===== config.mk =====
export PLATFORM = sky130hd
export DESIGN_NAME = rfsc_top
export DESIGN_NICKNAME = d
export VERILOG_FILES = /design/src/core/rfsc_pkg.sv /design/src/core/rfsc_top.sv /design/src/core/rfsc_sync.sv /design/src/core/rfsc_acktimer.sv
export SDC_FILE = /design/constraint.sdc
export NUM_CORES = 1
export LEC_CHECK = 0
export ABC_AREA = 1
export BUFFER_PORTS_ARGS = -buffer_cell sky130_fd_sc_hd__buf_4
export CORE_ASPECT_RATIO = 1.1
export CORE_MARGIN = 1
export CORE_UTILIZATION = 66
export CTS_BUF_LIST = sky130_fd_sc_hd__clkbuf_8
export DETAILED_ROUTE_END_ITERATION = 10
export GPL_ROUTABILITY_DRIVEN = 1
export GPL_TIMING_DRIVEN = 0
export MAX_ROUTING_LAYER = met4
export PLACE_DENSITY = 0.95
export SYNTH_ARGS = -nofsm -noshare
export SYNTH_HDL_FRONTEND = slang
export SYNTH_SLANG_ARGS = --single-unit

===== constraint.sdc =====
create_clock -name sys_clk -period 5.15 [get_ports sys_clk]
set_input_delay 0.515 -clock sys_clk [delete_from_list [all_inputs] [get_ports sys_clk]]
set_output_delay 0.515 -clock sys_clk [all_outputs]
set_load 0.01 [all_outputs]

===== src/core/rfsc_pkg.sv =====
package rfsc_pkg;

   // Clock and symbol timing
   localparam int CLK_PERIOD_NS = 20;
   localparam int SYMBOL_NS     = 16000;
   localparam int SYMBOL_CYC    = (SYMBOL_NS + CLK_PERIOD_NS - 1) / CLK_PERIOD_NS;
   localparam int ACK_SYMBOLS   = 12;
   localparam int SLOT_SYMBOLS  = 20;
   localparam int ACK_DELAY_CYC = ACK_SYMBOLS * SYMBOL_CYC;
   localparam int SLOT_CYC      = SLOT_SYMBOLS * SYMBOL_CYC;

   ////////////////////////////////////////////////////////////////////////////
   // Register addresses
   localparam logic [6:0] ADDR_CAL_STATE = 7'h32;
   localparam logic [6:0] ADDR_EVENT     = 7'h33;
   localparam logic [6:0] ADDR_RDY_THR   = 7'h34;
   localparam logic [6:0] ADDR_OPTIONS   = 7'h35;
   localparam logic [6:0] ADDR_CLR_THR   = 7'h36;

   // Reset values
   localparam logic [7:0] CAL_STATE_RST  = 8'h00;
   localparam logic [7:0] EVENT_RST      = 8'h00;
   localparam logic [6:0] RDY_THR_RST    = 7'h40;
   localparam logic [1:0] OPTIONS_RST    = 2'h1;
   localparam logic [7:0] CLR_THR_RST    = 8'he0;

   // Field positions
   localparam int CAL_OFF_BIT  = 7;
   localparam int CAL_BUSY_BIT = 6;
   localparam int DATA_BIT     = 7;
   localparam int PKT_BIT      = 6;
   localparam int SFD_BIT      = 5;
   localparam int CCA_BIT      = 4;
   localparam int LATCH_BIT    = 3;
   localparam int LOCK_BIT     = 2;
   localparam int TX_BIT       = 1;
   localparam int RX_BIT       = 0;
   localparam int OPT_SLOT_BIT = 1;
   localparam int OPT_TURN_BIT = 0;

   // Serial port framing: command byte then data byte
   localparam logic [4:0] SPI_CMD_LAST = 5'd7;
   localparam logic [4:0] SPI_END_BITS = 5'd16;
   localparam int         SPI_WR_BIT   = 7;

   typedef enum logic [1:0]
   {
      RFSC_CCA_ALWAYS = 2'h0,
      RFSC_CCA_ENERGY = 2'h1,
      RFSC_CCA_NOT_RX = 2'h2,
      RFSC_CCA_BOTH   = 2'h3
   } rfsc_clear_decision_select_t;

   typedef struct packed
   {
      logic sclk;
      logic mosi;
      logic cs_n;
   } rfsc_spi_pins_t;

   typedef struct packed
   {
      logic           cal_busy;
      logic           cal_off;
      logic [5:0]     engine_state;
      logic [7:0]     rx_count;
      logic [7:0]     rx_filtered;
      logic           rx_frame_done_present;
      logic           rx_overflow;
      logic           rx_byte_read;
      logic           tx_sfd;
      logic           tx_done;
      logic           rx_sfd;
      logic           rx_done;
      logic           receiving_frame;
      logic           pll_lock;
      logic           tx_active;
      logic           rx_active;
      logic           strobe_latch;
      logic           strobe_tx_if_clear;
      logic [7:0]     rssi;
      logic [2:0]     hysteresis;
      rfsc_clear_decision_select_t clear_decision_select;
      logic           frame_end;
      logic           ack_request;
   } rfsc_radio_in_t;

endpackage : rfsc_pkg


===== src/core/rfsc_top.sv =====
// Operation
// - Pulse calibration-off bit for one clock
// - Calibration busy bit follows synthesizer calibration
// - Frame engine state shown in bits 5:0
// - Data-present bit high, low during overflow
// - Packet-ready when filtered bytes exceed threshold
// - Packet-ready when a complete frame present
// - Read leaving fewer than threshold clears it
// - Packet-ready held high during overflow
// - Transmit: delimiter sent sets, frame end clears
// - Receive: delimiter received sets, frame end clears
// - Live clear-channel in bit 4 and pin
// - Latched clear-channel updated on strobes only
// - Lock bit follows PLL lock
// - Transmit and receive activity bits
// - Seven-bit threshold, reset 0x40, bit7 zero
// - Acknowledge exactly twelve symbols after frame
// - Slotted: first slot boundary past twelve
// - Optional twelve-symbol receive turnaround timeout
// - Signed threshold: clear when RSSI below
// - Decision select picks clear-channel rule
// - Energy decision with hysteresis, holds between
`timescale 1ns/1ps
module rfsc_top
   import rfsc_pkg::*;
#(
   parameter int ACK_CYC = ACK_DELAY_CYC,
   parameter int SLT_CYC = SLOT_CYC
)
(
   input  wire logic           sys_clk,       // Core clock
   input  wire logic           nrst,          // Synchronous reset, active low
   input  wire rfsc_spi_pins_t spi_pins,      // Serial port pins from host
   output logic                spi_miso,      // Serial data to host
   output logic                spi_miso_oe,   // Drive enable for spi_miso
   input  wire rfsc_radio_in_t radio,         // Radio core status and events
   output logic                cca_pin,       // Live clear-channel output
   output logic                ack_tx_start,  // Pulse: send acknowledge now
   output logic                rx_turn_busy   // Receive turnaround timeout
);

   if (ACK_CYC < 2 || SLT_CYC < 2)
   begin : g_chk
      $error("rfsc_top: delay counts too small");
   end

   ////////////////////////////////////////////////////////////////////////////
   // State

   typedef struct packed
   {
      logic       sclk_prev;
      logic [4:0] cnt;
      logic [6:0] shin;
      logic [6:0] addr;
      logic       wr;
      logic [7:0] shout;
      logic       miso;
      logic       oe;
      logic [6:0] rdy_thr;
      logic [1:0] options;
      logic [7:0] clr_thr;
      logic       cal_off;
      logic       cal_busy;
      logic [5:0] eng_state;
      logic       data_present;
      logic       pkt_ready;
      logic       sfd;
      logic       energy_clear;
      logic       cca;
      logic       latched;
      logic       lock;
      logic       tx;
      logic       rx;
   } rfsc_top_st_t;

   rfsc_top_st_t   st_reg;
   rfsc_top_st_t   st_next;
   rfsc_spi_pins_t pins_s;
   rfsc_spi_pins_t pins_sel;
   rfsc_spi_pins_t pins_q;
   logic           sclk_rise;
   logic [7:0]     cal_word;
   logic [7:0]     event_word;
   logic [7:0]     rd_data;
   logic [7:0]     wr_data;
   logic [6:0]     cmd_addr;
   logic [9:0]     rssi_x;
   logic [9:0]     thr_x;
   logic [9:0]     low_x;
   logic           at_or_above;
   logic           below_low;
   logic           over_thr;
   logic           under_thr;

   ////////////////////////////////////////////////////////////////////////////
   // Pin synchroniser and acknowledge timing

   rfsc_sync #(
      .W (3)
   ) u_sync (
      .sys_clk (sys_clk),
      .nrst    (nrst),
      .d       (pins_sel),
      .q       (pins_q)
   );

   // Select travels inverted so that the synchroniser's reset reads as deselected
   assign pins_sel = {spi_pins.sclk, spi_pins.mosi, ~spi_pins.cs_n};
   assign pins_s   = {pins_q.sclk, pins_q.mosi, ~pins_q.cs_n};

   rfsc_acktimer #(
      .ACK_CYC (ACK_CYC),
      .SLT_CYC (SLT_CYC)
   ) u_ack (
      .sys_clk     (sys_clk),
      .nrst        (nrst),
      .frame_end   (radio.frame_end),
      .ack_request (radio.ack_request),
      .slotted     (st_reg.options[OPT_SLOT_BIT]),
      .turn_en     (st_reg.options[OPT_TURN_BIT]),
      .ack_start   (ack_tx_start),
      .turn_busy   (rx_turn_busy)
   );

   ////////////////////////////////////////////////////////////////////////////
   // Read view of the registers

   always_comb
   begin
      cal_word               = CAL_STATE_RST;
      cal_word[CAL_OFF_BIT]  = st_reg.cal_off;
      cal_word[CAL_BUSY_BIT] = st_reg.cal_busy;
      cal_word[5:0]          = st_reg.eng_state;
      event_word             = EVENT_RST;
      event_word[DATA_BIT]   = st_reg.data_present;
      event_word[PKT_BIT]    = st_reg.pkt_ready;
      event_word[SFD_BIT]    = st_reg.sfd;
      event_word[CCA_BIT]    = st_reg.cca;
      event_word[LATCH_BIT]  = st_reg.latched;
      event_word[LOCK_BIT]   = st_reg.lock;
      event_word[TX_BIT]     = st_reg.tx;
      event_word[RX_BIT]     = st_reg.rx;
   end

   assign cmd_addr = {st_reg.shin[5:0], pins_s.mosi};
   assign wr_data  = {st_reg.shin, pins_s.mosi};

   always_comb
   begin
      unique case (cmd_addr)
         ADDR_CAL_STATE: rd_data = cal_word;
         ADDR_EVENT:     rd_data = event_word;
         ADDR_RDY_THR:   rd_data = {1'b0, st_reg.rdy_thr};
         ADDR_OPTIONS:   rd_data = {6'h00, st_reg.options};
         ADDR_CLR_THR:   rd_data = st_reg.clr_thr;
         default:        rd_data = 8'h00;
      endcase
   end

   ////////////////////////////////////////////////////////////////////////////
   // Clear-channel energy comparison, signed, with hysteresis

   assign rssi_x      = {{2{radio.rssi[7]}}, radio.rssi};
   assign thr_x       = {{2{st_reg.clr_thr[7]}}, st_reg.clr_thr};
   assign low_x       = thr_x - {7'h00, radio.hysteresis};
   assign at_or_above = $signed(rssi_x) >= $signed(thr_x);
   assign below_low   = $signed(rssi_x) < $signed(low_x);

   // Packet-ready threshold comparisons
   assign over_thr  = radio.rx_filtered > {1'b0, st_reg.rdy_thr};
   assign under_thr = radio.rx_count < {1'b0, st_reg.rdy_thr};

   assign sclk_rise = pins_s.sclk & ~st_reg.sclk_prev;

   ////////////////////////////////////////////////////////////////////////////
   // Next state

   always_comb
   begin
      st_next           = st_reg;
      st_next.sclk_prev = pins_s.sclk;

      // Serial port: command byte (write flag, address), then data byte
      if (pins_s.cs_n)
      begin
         st_next.cnt  = '0;
         st_next.oe   = 1'b0;
         st_next.miso = 1'b0;
      end
      else
      begin
         st_next.oe = 1'b1;
         if (sclk_rise && st_reg.cnt < SPI_END_BITS)
         begin
            st_next.cnt  = st_reg.cnt + 5'd1;
            st_next.shin = wr_data[6:0];
            if (st_reg.cnt == SPI_CMD_LAST)
            begin
               st_next.wr    = st_reg.shin[SPI_WR_BIT - 1];
               st_next.addr  = cmd_addr;
               st_next.miso  = rd_data[7];
               st_next.shout = {rd_data[6:0], 1'b0};
            end
            else if (st_reg.cnt > SPI_CMD_LAST)
            begin
               st_next.miso  = st_reg.shout[7];
               st_next.shout = {st_reg.shout[6:0], 1'b0};
               if (st_reg.cnt == SPI_END_BITS - 5'd1 && st_reg.wr)
               begin
                  unique case (st_reg.addr)
                     ADDR_RDY_THR: st_next.rdy_thr = wr_data[6:0];
                     ADDR_OPTIONS: st_next.options = wr_data[1:0];
                     ADDR_CLR_THR: st_next.clr_thr = wr_data;
                     default:      st_next.rdy_thr = st_reg.rdy_thr;
                  endcase
               end
            end
         end
      end

      // Calibration, engine state, PLL lock and activity
      st_next.cal_off   = radio.cal_off;
      st_next.cal_busy  = radio.cal_busy;
      st_next.eng_state = radio.engine_state;
      st_next.lock      = radio.pll_lock;
      st_next.tx        = radio.tx_active;
      st_next.rx        = radio.rx_active;

      // Receive buffer flags
      st_next.data_present = (radio.rx_count != 8'h00) && !radio.rx_overflow;
      if (radio.rx_overflow)
      begin
         st_next.pkt_ready = 1'b1;
      end
      else if (over_thr || radio.rx_frame_done_present)
      begin
         st_next.pkt_ready = 1'b1;
      end
      else if (radio.rx_byte_read && under_thr)
      begin
         st_next.pkt_ready = 1'b0;
      end

      // Start-of-frame: a set in the same cycle as an end wins
      if (radio.tx_sfd || radio.rx_sfd)
      begin
         st_next.sfd = 1'b1;
      end
      else if (radio.tx_done || radio.rx_done)
      begin
         st_next.sfd = 1'b0;
      end

      // Energy decision holds between the two levels
      if (at_or_above)
      begin
         st_next.energy_clear = 1'b0;
      end
      else if (below_low)
      begin
         st_next.energy_clear = 1'b1;
      end

      unique case (radio.clear_decision_select)
         RFSC_CCA_ALWAYS: st_next.cca = 1'b1;
         RFSC_CCA_ENERGY: st_next.cca = st_reg.energy_clear;
         RFSC_CCA_NOT_RX: st_next.cca = !radio.receiving_frame;
         RFSC_CCA_BOTH:   st_next.cca = st_reg.energy_clear && !radio.receiving_frame;
      endcase

      if (radio.strobe_latch || radio.strobe_tx_if_clear)
      begin
         st_next.latched = st_reg.cca;
      end
   end

   ////////////////////////////////////////////////////////////////////////////
   // Registers

   always_ff @(posedge sys_clk)
   begin
      if (!nrst)
      begin
         st_reg         <= '0;
         st_reg.rdy_thr <= RDY_THR_RST;
         st_reg.options <= OPTIONS_RST;
         st_reg.clr_thr <= CLR_THR_RST;
      end
      else
      begin
         st_reg <= st_next;
      end
   end

   assign spi_miso    = st_reg.miso;
   assign spi_miso_oe = st_reg.oe;
   assign cca_pin     = st_reg.cca;

endmodule : rfsc_top


===== src/core/rfsc_sync.sv =====
`timescale 1ns/1ps
module rfsc_sync
   import rfsc_pkg::*;
#(
   parameter int W = 3
)
(
   input  wire logic         sys_clk, // Core clock
   input  wire logic         nrst,    // Synchronous reset, active low
   input  wire logic [W-1:0] d,       // Asynchronous inputs
   output logic      [W-1:0] q        // Filtered, synchronised inputs
);

   if (W < 1)
   begin : g_chk
      $error("rfsc_sync: W must be at least 1");
   end

   typedef struct packed
   {
      logic [W-1:0] s1;
      logic [W-1:0] s2;
      logic [W-1:0] s3;
      logic [W-1:0] q;
   } rfsc_sync_st_t;

   rfsc_sync_st_t st_reg;
   rfsc_sync_st_t st_next;

   always_comb
   begin
      st_next    = st_reg;
      st_next.s1 = d;
      st_next.s2 = st_reg.s1;
      st_next.s3 = st_reg.s2;
      // A change counts once the second and third stages agree
      for (int i = 0; i < W; i++)
      begin
         if (st_reg.s2[i] == st_reg.s3[i])
         begin
            st_next.q[i] = st_reg.s3[i];
         end
      end
   end

   always_ff @(posedge sys_clk)
   begin
      if (!nrst)
      begin
         st_reg <= '0;
      end
      else
      begin
         st_reg <= st_next;
      end
   end

   assign q = st_reg.q;

endmodule : rfsc_sync


===== src/core/rfsc_acktimer.sv =====
`timescale 1ns/1ps
module rfsc_acktimer
   import rfsc_pkg::*;
#(
   parameter int ACK_CYC = ACK_DELAY_CYC,
   parameter int SLT_CYC = SLOT_CYC
)
(
   input  wire logic sys_clk,     // Core clock
   input  wire logic nrst,        // Synchronous reset, active low
   input  wire logic frame_end,   // Pulse: received frame ended
   input  wire logic ack_request, // Ended frame asks for an acknowledge
   input  wire logic slotted,     // Acknowledge on backoff slot boundary
   input  wire logic turn_en,     // Apply receive turnaround timeout
   output logic      ack_start,   // Pulse: start acknowledge frame
   output logic      turn_busy    // Turnaround timeout running
);

   localparam int CW = $clog2(ACK_CYC + 1) + 1;
   localparam int SW = $clog2(SLT_CYC + 1);

   if (ACK_CYC < 2 || SLT_CYC < 2)
   begin : g_chk
      $error("rfsc_acktimer: delays must be at least two cycles");
   end

   localparam logic [CW-1:0] ACK_LAST = CW'(ACK_CYC - 1);
   localparam logic [CW-1:0] ACK_FULL = CW'(ACK_CYC);
   localparam logic [SW-1:0] SLT_LAST = SW'(SLT_CYC - 1);

   typedef struct packed
   {
      logic [CW-1:0] dly;
      logic          run;
      logic          pend;
      logic [SW-1:0] slot;
      logic          ack;
      logic          busy;
   } rfsc_ack_st_t;

   rfsc_ack_st_t st_reg;
   rfsc_ack_st_t st_next;

   always_comb
   begin
      st_next     = st_reg;
      st_next.ack = 1'b0;
      // Free-running backoff slot grid
      st_next.slot = (st_reg.slot == SLT_LAST) ? '0 : st_reg.slot + SW'(1);
      if (frame_end)
      begin
         st_next.dly  = '0;
         st_next.run  = 1'b1;
         st_next.pend = ack_request;
         st_next.busy = turn_en;
      end
      else if (st_reg.run)
      begin
         if (st_reg.dly != ACK_FULL)
         begin
            st_next.dly = st_reg.dly + CW'(1);
         end
         if (st_reg.dly == ACK_LAST)
         begin
            st_next.busy = 1'b0;
            if (!slotted && st_reg.pend)
            begin
               st_next.ack  = 1'b1;
               st_next.pend = 1'b0;
            end
         end
         if (slotted && st_reg.pend && st_reg.dly == ACK_FULL && st_reg.slot == SLT_LAST)
         begin
            st_next.ack  = 1'b1;
            st_next.pend = 1'b0;
         end
         if (!st_reg.pend && st_reg.dly == ACK_FULL)
         begin
            st_next.run = 1'b0;
         end
      end
   end

   always_ff @(posedge sys_clk)
   begin
      if (!nrst)
      begin
         st_reg <= '0;
      end
      else
      begin
         st_reg <= st_next;
      end
   end

   assign ack_start = st_reg.ack;
   assign turn_busy = st_reg.busy;

endmodule : rfsc_acktimer


Word level (Yosys, flattened, before mapping)
Cells that the tools add are included.

cells by class
  add/subtract/negate cells = 4
  $mul = 0
  divide/modulo/power cells = 0
  order comparisons = 6
  equal/unequal tests = 20
  shift-type cells = 0
  muxes and demuxes = 21
  bitwise logic cells = 6
  reductions and logical operators = 42

operator list
  cell                                              count
  == test 7 x 6 -> 1 bit (second input constant)    8
  one-hot mux 8 bit (5 select lines)                1
  == test 15 x 14 -> 1 bit (second input constant)  2
  two-way mux 9 bit                                 2
  AND reduction 6 bit                               3
  adder 15 x 1 -> 15 bit (second input constant)    1
  != test 15 x 14 -> 1 bit (second input constant)  1
  adder 14 x 1 -> 14 bit (second input constant)    1
  == test 14 bit (second input constant)            1
  two-way mux 1 bit                                 14
  logical AND 1 bit                                 10
  AND reduction 2 bit                               5
  less-than comparator 8 x 9 -> 1 bit               1
  AND reduction 3 bit                               3
  nonzero test 3 bit                                3
  subtractor 8 x 4 -> 9 bit                         1
  >= comparator 8 bit                               1
  greater-than comparator 8 x 7 -> 1 bit            1
  less-than comparator 8 x 7 -> 1 bit               1
  nonzero test 2 bit                                4
  nonzero test 8 bit                                1
  two-way mux 2 bit                                 3
  OR reduction 2 bit                                3
  adder 5 x 1 -> 5 bit (second input constant)      1
  other kinds (14)                                  27

storage, ports and cells
  register bits after elaboration = 110
  bits in latches = 0
  memory bits (writable) = 0
  memory bits (read-only) = 0
  output and inout bits = 5
  word-level logic and storage cells = 134
  memories = 0

Logic depth before layout (Yosys ltp)
Gate-level depths: netlist (run 1).

  depth in word-level cells = 7
  depth in mapped cells = 16
  mapped depth without buffers = 16

Cells and area by module
From an unflattened synthesis (run 1), not the netlist that was laid out.

unflattened totals
  cells, all modules = 805
  area, all modules = 5901.9 sq um

by module, submodules not included
  module         instances  cells each  area an instance (sq um)
  rfsc_top       1          507         3689.8
  rfsc_acktimer  1          255         1823.0
  rfsc_sync      1          43          389.1

Worst setup path after synthesis (run 1)
Ideal clock, no wire load.

  kind = input-to-reg
  start point = in radio[4] (netlist name)
  end point = reg st_reg[5] (netlist name)
  data arrival time = 2.379 ns
  required time = 5.085 ns
  path slack = 2.706 ns
  stages on the path = 14
  buffers on the path = 0
  cells stage by stage = ha_1 fa_1 nor2_1 inv_1 nand2_1 nor3_1 xor2_1 ha_1 a21oi_1 o21a_1 nand3_1 o21ai_0 inv_1 nor2_1

between the ends
  cells in the longest elaborated chain, start to end = 2

RTL lines
  element                              line             source
  from (decl)                          rfsc_top.sv:36   input wire rfsc_radio_in_t radio,
  subtractor 8 x 4 -> 9 bit            rfsc_top.sv:166  assign low_x = thr_x - {7'h00, radio.hysteresis};
  less-than comparator 8 x 9 -> 1 bit  rfsc_top.sv:168  assign below_low = $signed(rssi_x) < $signed(low_x);
  to (signal assigned)                 rfsc_top.sv:292  st_reg <= st_next;
  to (decl)                            rfsc_top.sv:77   rfsc_top_st_t st_reg;

No other way between the ends.
A chain may end at the register's enable or synchronous reset.

Final worst setup path (run 1)
  start point = reg st_reg[17] (netlist name)
  end point = reg st_reg[5] (netlist name)

between the ends
  cells in the longest elaborated chain, start to end = 2
  elaborated cells on any way between the ends = 4
  classes of those cells = add/sub: 1; order compare: 2; reduce/logical: 1

RTL lines
  element                                                                           line
  subtractor 8 x 4 -> 9 bit / >= comparator 8 bit (equally long branches)           rfsc_top.sv:166, rfsc_top.sv:167
  less-than comparator 8 x 9 -> 1 bit / OR reduction 2 bit (equally long branches)  -

Several ways; a longest one is shown, not always the timed one.

==> results_dict.tcl, run 1 <==
set metrics [dict create \
    report.final.hold_viol_count 0 \
    port_buffers 60 \
    skew_ns 0.00821 \
    cell_count_after_synthesis 765 \
    dr_total_vias 5465 \
    worst_pin_slew_ns 0.782 \
    antenna_found_initial 0 \
    yosys_register_bits 109 \
    insertedDiodeCount 0 \
    post_synth_instance_area_sq_um 5730 \
    min_delay_path_depth 2 \
    die_area_sq_um 9060 \
    layout_commonest_cell "nand2_1" \
    post_synth_xor_area_fraction_pct 2.29 \
    chipHeight_um 99.7 \
    gr-usage-all-layers_pct 33.0 \
    number_of_pins_with_negative_max_slew_slack_in_the_final_report 0 \
    seq_power_share_pct 55.7 \
    timing.hold.worst.class "in -> reg" \
    synth.top_cells.by_area "dfxtp_1, nand2_1, ha_1" \
    maxUsedRoutingLayer "met4" \
    worst_r2r_path_depth 15 \
    fmax_mhz 381 \
    max-slew-margin-rel_pct 47.8 \
    dp_hpwl_um 10300 \
    combinationalPowerShare_pct 7.9 \
    switching_power_uw 396 \
    critPathCaptureType "register" \
    cts_post_setup_buffers_inserted 0 \
    p_sw_share_pct 25.5 \
    gpl.final_weighted_congestion 0.989 \
    cts_buffer_depth 2 \
    postCtsResizedCells 0 \
    postSynthAreaPerCell_sq_um 7.49 \
    power_frac_clock_pct 36.4 \
    clock_sinks 109 \
    critPathMostFrequentCell "inv_1" \
    min_period_over_period_pct 51.0 \
    netlist.top_cell.by_area "dfxtp_1" \
    clkTransAtPathRegs_ns 0.11 \
    synth.distinct_cells 44 \
    detailedRoute.firstPassIterationCount 6 \
    grt_first_pass_wirelength_um 23400 \
    detail_route.drc_violations 0 \
    final.hold.worst_slack_ns 0.269 \
    global_route.overflow_total 0 \
    critical_path.max_fanout 4 \
    peakVddDrop_v 0.000156 \
    setup.worst_path.class "reg -> reg" \
    ctsRootBufferMaster "clkbuf_8" \
    drv.max_cap_violation_count 0 \
    clk-insertion-delay-late_ns 0.38 \
    worst_path_cell_trace "inv_1 > ha_1 > fa_1 > nor2_1 > inv_1 > nand2_1 > nor3_1 > xor2_1 > ha_1 > a21oi_1 > o21a_1 > nand3_1 > o21ai_0 > inv_1 > nor2_1" \
    synth_compound_area_share_pct 15.8 \
    drt_via_density 5.74 \
    synth_mux_area_share_pct 0 \
    met2RoutedLength_um 7180 \
    num_io_pins 62 \
    yosysWarnings 0 \
    cts.htree.levels 3 \
    status "complete, no violations" \
    cts_hold_buffers 0 \
    cts_inserted_buffers 9 \
    dominant_combinational_cell_family_by_area_after_synthesis "simple AND/OR/NAND/NOR gates" \
    timing.critical_path.required_ns 5.47 \
    num_rows 35 \
    reg2reg_setup_slack_ns 2.52 \
    slowest_stage "dfxtp_1" \
    wl_per_cell_um 14.5 \
    total_nets_after_synthesis 860 \
    wirelength_um 13800 \
    ant_nets 0 \
    die-width_um 90.8 \
    finalCoreUtilization_pct 77.8 \
    first_iter_violations 417 \
    synth_simple_gate_area_share_pct 26.2 \
    rsz0062_at_grt "no" \
    finalSetupTns_ns 0 \
    internal_power_uw 1160 \
    leakagePower_uw 0.00286 \
    design.core.area_sq_um 8410 \
    nature_of_the_critical_path_startpoint "register" \
    first_global_vias 5300 \
    timing.final.crit_period_ns 2.63 \
    largest_register_ffs 40 \
    grt_max_degree 22 \
    area_delta_synth_final_pct 14.2 \
    timing.critical_path.slowest_cell_delay_ns 0.43 \
    routedLengthMet1_um 5350 \
    effective_utilization_at_floorplan_pct 68.1 \
    design.final.nets 931 \
    layout-drive-gt1-share_pct 18.2 \
    signal_arrival_time_at_the_worst_endpoint_ns 2.95 \
    power_per_cell_area_nw_per_um2 238 \
    tritoncts "yes" \
    layout.cells.most_common_list "nand2_1, dfxtp_1, inv_1" \
    synth-adder-area-share_pct 8.43 \
    setup_violations 0 \
    yosysSeqAreaShare_pct 38.1 \
    synth.top_cell.area_share_pct 38.1 \
    wl_met3_um 765 \
]
-- critical path, delay by kind of cell (launching register included) --
kind | cells | cell delay (ns)
fa+ha+maj | 3 | 0.89
simple gates | 5 | 0.47
flops | 1 | 0.43
compound gates | 3 | 0.41
buf+inv | 3 | 0.20
xor+xnor | 1 | 0.16
-- routing by layer --
metal  vias up  track usage [%]
li1       2661                -
met1      2507             35.3
met2       243             59.8
met3        54             4.20
met4         0             17.0
met5         -                -
-- metrics by stage --
stage,cell area [sq um],total power [uW],setup slack (ns),std cells
after floorplan,5730,945,2.71,765
after global placement,6320,996,2.47,936
after detailed placement,6320,1000,2.36,936
after CTS,6540,1560,2.53,952
after global routing,6540,1610,2.32,952
final,6540,1550,2.52,952
-- power by group through the flow --
stage | Clock, uW | Sequential (uW) | Combinational, uW
2_1_floorplan | 0 | 882 | 62.7
3_3_place_gp | 0 | 883 | 113
3_5_place_dp | 0 | 884 | 120
4_1_cts | 569 | 865 | 122
5_1_grt | 601 | 867 | 138
6_report | 566 | 865 | 123
-- cell type report --
type                       count  area [sq um]
buffer                        16          92.6
fill                         584          1870
clock buffer                   9           124
sequential                   109          2180
tap                          111           139
multi-input combinational    528          3020
inverter                     112           437
timing repair buffer          60           450
clock inverter                 7           100
-- logic make-up after synthesis --
| kind of cell | Yosys count |
|---|---|
| buf+inv | 128 |
| fa+ha+maj | 38 |
| flops | 109 |
| compound gates | 161 |
| xor+xnor | 15 |
| simple gates | 314 |
-- worst paths after layout --
path | from | endpoint
worst min-delay path | spi_pins[0] | u_sync.st_next[6]
worst max-delay path | st_reg[17] | st_reg[5]
worst max register to register | st_reg[17] | st_reg[5]
worst min register to register | u_sync.st_next[6] | u_sync.st_next[3]
-- Yosys cell counts (all sizes together) --
cell and number:
a221oi 1, o31a 1, a41oi 1, and3 2
a31o 1, ha 37, nand4 12, o21a 4
nand3 56, fa 1, clkinv 1, nand3b 1
nor4 2, nor2 67, bufinv 1, o21ai 58
o211ai 7, nor3 23, clkbuf 5, nor3b 3
nand2 146, xor2 15, o21bai 2, dfxtp 109
buf 11, a21oi 83, a211oi 3, or2 2
inv 110
Power figures use the tool's default switching activity.
==> run 2, diff against run 1 <==
--- a/config.mk
+++ b/config.mk
@@ -9,13 +9,13 @@
 export BUFFER_PORTS_ARGS = -buffer_cell sky130_fd_sc_hd__buf_4
 export CORE_ASPECT_RATIO = 1.1
 export CORE_MARGIN = 1
-export CORE_UTILIZATION = 66
+export CORE_UTILIZATION = 61
 export CTS_BUF_LIST = sky130_fd_sc_hd__clkbuf_8
 export DETAILED_ROUTE_END_ITERATION = 10
 export GPL_ROUTABILITY_DRIVEN = 1
 export GPL_TIMING_DRIVEN = 0
 export MAX_ROUTING_LAYER = met4
-export PLACE_DENSITY = 0.95
+export PLACE_DENSITY = 0.93
 export SYNTH_ARGS = -nofsm -noshare
 export SYNTH_HDL_FRONTEND = slang
 export SYNTH_SLANG_ARGS = --single-unit
==> constraint.sdc (replaced) <==
create_clock -name sys_clk -period 2.7 [get_ports sys_clk]
set_input_delay 0.27 -clock sys_clk [delete_from_list [all_inputs] [get_ports sys_clk]]
set_output_delay 0.27 -clock sys_clk [all_outputs]
set_load 0.01 [all_outputs]
==> run 2 against run 1 <==
  * Fmax is 5.0% higher
  * Critical endpoint unchanged
  * Cell count is 0.32% higher
  * Hold slack worse by 0.24 ns
  * Critical path depth stayed put
  * Utilization is 5.2 points lower
  * Final area hardly changed
  * Sequential cell count stayed put
  * Via count is 2.4% lower
  * Sequential power is 91% higher
  * Total power is 85% higher
==> results_dict.tcl, run 2 (synthesis gave the netlist of run 1 again) <==
set metrics [dict create \
    status "complete, no violations" \
    holdCritStartpoint "spi_pins[0]" \
    ant_nets 0 \
    layout_commonest_cell "nand2_1" \
    leakagePower_uw 0.00285 \
    worstReg2RegEnd "st_reg[5]" \
    design.final.nets 931 \
    internal_power_uw 2130 \
    clkTransAtPathRegs_ns 0.11 \
    number_of_pins_with_negative_max_slew_slack_in_the_final_report 0 \
    num_io_pins 62 \
    largest_register_ffs 40 \
    cts_hold_buffers 0 \
    p_sw_share_pct 25.9 \
    wirelength_um 13700 \
    wl_per_cell_um 14.3 \
    grt_first_pass_wirelength_um 22900 \
    timing.critical_path.required_ns 3.02 \
    cts_inserted_buffers 9 \
    report.final.hold_viol_count 0 \
    power_frac_clock_pct 34.5 \
    combinationalPowerShare_pct 8.2 \
    seq_power_share_pct 57.2 \
    drv.max_cap_violation_count 0 \
    timing.hold.worst.class "in -> reg" \
    startpoint_of_the_lowest_slack_register_to_register_path "st_reg[17]" \
    port_buffers 60 \
    timing.final.crit_period_ns 2.50 \
    finalCoreUtilization_pct 72.6 \
    effective_utilization_at_floorplan_pct 63.6 \
    global_route.overflow_total 0 \
    fmax_mhz 400 \
    reg2reg_setup_slack_ns 0.20 \
    worst_r2r_path_depth 15 \
    clk-insertion-delay-late_ns 0.37 \
    gr-usage-all-layers_pct 30.0 \
    clock_sinks 109 \
    peakVddDrop_v 0.000308 \
    gr-usage-met2_pct 52.8 \
    cts.htree.levels 3 \
    drt_via_density 5.59 \
    dr_total_vias 5335 \
    critical_path.max_fanout 4 \
    cts_post_setup_buffers_inserted 0 \
    timing.critical_path.slowest_cell_delay_ns 0.40 \
    die-width_um 94.4 \
    area_delta_synth_final_pct 14.2 \
    critPathMostFrequentCell "inv_1" \
    insertedDiodeCount 0 \
    critPathCaptureType "register" \
    max-slew-margin-rel_pct 47.2 \
    first_iter_violations 339 \
    setup_ws_ns 0.198 \
    num_rows 36 \
    hold-path-endpoint "u_sync.st_next[6]" \
    signal_arrival_time_at_the_worst_endpoint_ns 2.82 \
    fillCellCount 689 \
    min_delay_path_depth 2 \
    dp_hpwl_um 10600 \
    ctsRootBufferMaster "clkbuf_8" \
    antenna_found_initial 0 \
    power_per_cell_area_nw_per_um2 440 \
    slowest_stage "dfxtp_4" \
    grt.met1_usage_pct 33.7 \
    layout-drive-gt1-share_pct 18.9 \
    chipHeight_um 104 \
    tritoncts "yes" \
    switching_power_uw 746 \
    detail_route.drc_violations 0 \
    grt_max_degree 21 \
    cts_buffer_depth 2 \
    worst_pin_slew_ns 0.792 \
    design.core.area_sq_um 9010 \
    setup.worst_path.class "reg -> reg" \
    grt.busiest_layer "met2" \
    layout.cells.most_common_list "nand2_1, dfxtp_1, inv_1" \
    die_area_sq_um 9780 \
    met3_grt_util_pct 3.30 \
    nature_of_the_critical_path_startpoint "register" \
    min_period_over_period_pct 92.6 \
    worst_path_cell_trace "inv_1 > ha_1 > fa_2 > nor2_1 > inv_1 > nand2_2 > nor3_2 > a21oi_1 > ha_1 > a21oi_1 > o21a_1 > nand3_1 > o21ai_1 > inv_1 > nor2_1" \
    setup_violations 0 \
    detailedRoute.firstPassIterationCount 5 \
    gpl.final_weighted_congestion 0.939 \
    skew_ns 0.00774 \
    first_global_vias 5218 \
    pre_cts_worst_setup_slack_ns 0.00103 \
]
## run 2: critical path, delay by kind of cell (launching register included)
family,cells,cell delay (ns)
buf+inv,3,0.17
simple gates,5,0.42
fa+ha+maj,3,0.84
flops,1,0.40
compound gates,4,0.62
## run 2: power by group through the flow
stage / clock [uW] / sequential, uW / combinational [uW]
finish: 994 / 1650 / 237
global route: 1060 / 1650 / 268
CTS: 998 / 1650 / 234
detailed placement: 0 / 1690 / 233
global placement: 0 / 1680 / 218
floorplan: 0 / 1680 / 120
## run 2: area by class of cell
class,count,area [sq um],share of cell area (%)
Clock inverter,6,62.6,0.956
Tap cell,114,143,2.18
Timing Repair Buffer,60,450,6.88
Sequential cell,109,2190,33.4
Multi-Input combinational cell,528,3040,46.4
Clock buffer,10,138,2.10
Buffer,16,92.6,1.41
Inverter,112,437,6.67
## run 2: how the worst max path moves through the flow
stage	slack (ns)	startpoint	end
after floorplan	0.38	st_reg[17]	st_reg[5]
after global placement	0.16	st_reg[17]	st_reg[5]
after detailed placement	0.001	st_reg[17]	st_reg[5]
after CTS	0.06	st_reg[17]	st_reg[5]
after global routing	-0.003	st_reg[17]	st_reg[5]
final	0.20	st_reg[17]	st_reg[5]
## run 2: what timing repair did
item | CTS | global route
pin swaps | 0 | 1
gates cloned | 0 | 0
resized for setup | 1 | 7
setup endpoints to repair | 1 | 1
## run 2: layer usage
layer  vias to the layer above  share of wire, %
met5                         -                 0
met4                         0               2.9
li1                       2657                 -
met2                       192                52
met3                        42               4.2
met1                      2444                41
## run 2: metrics by stage
step / area, sq um / TNS [ns] / hold WS (ns) / total power [uW] / instances
after floorplan: 5730 / 0 / 0.342 / 1800 / 765
after global placement: 6320 / 0 / 0.400 / 1900 / 939
after detailed placement: 6320 / 0 / 0.399 / 1920 / 939
after CTS: 6520 / 0 / 0.0277 / 2880 / 955
after global routing: 6540 / -0.00258 / 0.0253 / 2980 / 955
final: 6540 / 0 / 0.0293 / 2880 / 955
==> run 3, diff against run 2 <==
--- a/config.mk
+++ b/config.mk
@@ -9,13 +9,12 @@
 export BUFFER_PORTS_ARGS = -buffer_cell sky130_fd_sc_hd__buf_4
 export CORE_ASPECT_RATIO = 1.1
 export CORE_MARGIN = 1
-export CORE_UTILIZATION = 61
-export CTS_BUF_LIST = sky130_fd_sc_hd__clkbuf_8
+export CORE_UTILIZATION = 59
 export DETAILED_ROUTE_END_ITERATION = 10
 export GPL_ROUTABILITY_DRIVEN = 1
 export GPL_TIMING_DRIVEN = 0
 export MAX_ROUTING_LAYER = met4
-export PLACE_DENSITY = 0.93
+export PLACE_DENSITY = 0.91
 export SYNTH_ARGS = -nofsm -noshare
 export SYNTH_HDL_FRONTEND = slang
 export SYNTH_SLANG_ARGS = --single-unit
==> run 3 against run 2 <==
  * Hold slack improved by 0.011 ns
  * Sequential cell count is the same
  * Clock power shrank 11%
  * Combinational power fell by 4%
  * Via count fell by 3.2%
  * Register-to-register slack better by 0.02 ns
  * Clock skew rose by 0.0033 ns
  * Critical endpoint unchanged
  * Non-clock buffer count unchanged
==> results_dict.tcl, run 3 (synthesis gave the netlist of run 1 again) <==
set metrics [dict create \
    dr_total_vias 5165 \
    skew_ns 0.0111 \
    finalSetupTns_ns 0 \
    p_sw_share_pct 24.6 \
    cts_inserted_buffers 9 \
    largest_register_ffs 40 \
    detail_route.drc_violations 0 \
    fillCellCount 774 \
    num_rows 37 \
    global_route.overflow_total 0 \
    wl_per_cell_um 12.8 \
    report.final.hold_viol_count 0 \
    drv.max_cap_violation_count 0 \
    power_per_cell_area_nw_per_um2 425 \
    setup_ws_ns 0.221 \
    final.hold.worst_slack_ns 0.0401 \
    antenna_found_initial 0 \
    critical_path.max_fanout 4 \
    port_buffers 60 \
    area.sequential_sq_um 2190 \
    effective_utilization_at_floorplan_pct 61.0 \
    timing.critical_path.required_ns 3.02 \
    pre_cts_worst_setup_slack_ns 0.120 \
    gpl.final_weighted_congestion 1.00 \
    number_of_pins_with_negative_max_slew_slack_in_the_final_report 0 \
    tritoncts "yes" \
    clock_sinks 109 \
    detailedRoute.firstPassIterationCount 5 \
    clkTransAtPathRegs_ns 0.10 \
    internal_power_uw 2080 \
    total_power_uw 2760 \
    die_area_sq_um 10100 \
    layout-drive-gt1-share_pct 18.3 \
    max-slew-margin-rel_pct 48.4 \
    insertedDiodeCount 0 \
    num_io_pins 62 \
    area_delta_synth_final_pct 13.5 \
    design.core.area_sq_um 9400 \
    layout.cells.most_common_list "nand2_1, dfxtp_1, inv_1" \
    seq_power_share_pct 59.7 \
    clk-insertion-delay-late_ns 0.38 \
    peakVddDrop_v 0.000343 \
    chipHeight_um 105 \
    grt_first_pass_wirelength_um 20400 \
    ctsRootBufferMaster "clkbuf_8" \
    min_period_over_period_pct 91.8 \
    gr-usage-all-layers_pct 26.5 \
    drt_via_density 5.39 \
    combinationalPowerShare_pct 8.2 \
    power_frac_clock_pct 32.1 \
    first_iter_violations 280 \
    switching_power_uw 680 \
    critPathCaptureType "register" \
    nature_of_the_critical_path_startpoint "register" \
    dp_hpwl_um 9340 \
    wirelength_um 12300 \
    status "complete, no violations" \
    startpoint_of_the_lowest_slack_register_to_register_path "st_reg[17]" \
    leakagePower_uw 0.00283 \
    cp-startpoint "st_reg[17]" \
    design.final.nets 931 \
    setup_violations 0 \
    ant_nets 0 \
    cts_buffer_depth 2 \
    rsz0062_at_grt "no" \
    fmax_mhz 403 \
    timing.hold.worst.class "in -> reg" \
    grt_max_degree 18 \
    setup.worst_path.class "reg -> reg" \
    finalCoreUtilization_pct 69.2 \
    multi_input_comb_area_sq_um 3020 \
    worst_pin_slew_ns 0.773 \
    holdCritStartpoint "spi_pins[0]" \
    cts.htree.levels 3 \
    timing.final.crit_period_ns 2.48 \
    layout_commonest_cell "nand2_1" \
    signal_arrival_time_at_the_worst_endpoint_ns 2.80 \
    first_global_vias 4738 \
    die-width_um 95.9 \
]
## run 3: worst paths after layout
kind,endpoint,slack [ns],cells past startpoint
hold / removal,u_sync.st_next[6],0.04,2
setup reg to reg,st_reg[5],0.22,15
hold reg to reg,u_sync.st_next[5],0.42,2
setup / recovery,st_reg[5],0.22,15
## run 3: timing repair
item	in CTS	in global routing
buffers inserted	0	0
hold buffers	0	0
resized for setup	0	5
hold endpoints to repair	0	0
setup endpoints to repair	0	1
## run 3: layout make-up
class | instances | area share (%)
multi-input combinational | 528 | 46.5
sequential | 109 | 33.6
timing repair buffer | 60 | 6.93
inverter | 112 | 6.72
tap | 117 | 2.25
clock buffer | 11 | 2.02
buffer | 16 | 1.42
clock inverter | 5 | 0.539
## run 3: metrics by stage
step,cell area [sq um],instances
floorplan,5730,765
global placement,6320,942
detailed placement,6320,942
CTS,6490,958
global route,6500,958
finish,6500,958
## run 3: per-layer routing
layer	GRT usage [%]	up-vias	routed length [um]
met5	-	-	0
met4	11.7	0	451
met3	5.70	38	505
met2	44.2	150	6020
met1	30.3	2315	5320
li1	-	2662	-
## run 3: worst max-delay path, cell delays in order (launching register included)
cell and delay, ns:
dfxtp_4 0.38, inv_1 0.04, ha_1 0.20, fa_1 0.38, nor2_1 0.11, inv_1 0.06
nand2_1 0.10, nor3_1 0.08, xor2_1 0.16, ha_1 0.32, a21oi_2 0.15, o21a_1 0.11
nand3_1 0.08, o21ai_1 0.12, inv_1 0.05, nor2_1 0.08
## run 3: power by group through the flow
stage | registers, uW | logic, uW | clock network [uW]
detailed placement | 1690 | 227 | 0
finish | 1650 | 228 | 886
floorplan | 1680 | 120 | 0
CTS | 1650 | 227 | 894
global placement | 1690 | 219 | 0
global route | 1650 | 258 | 968
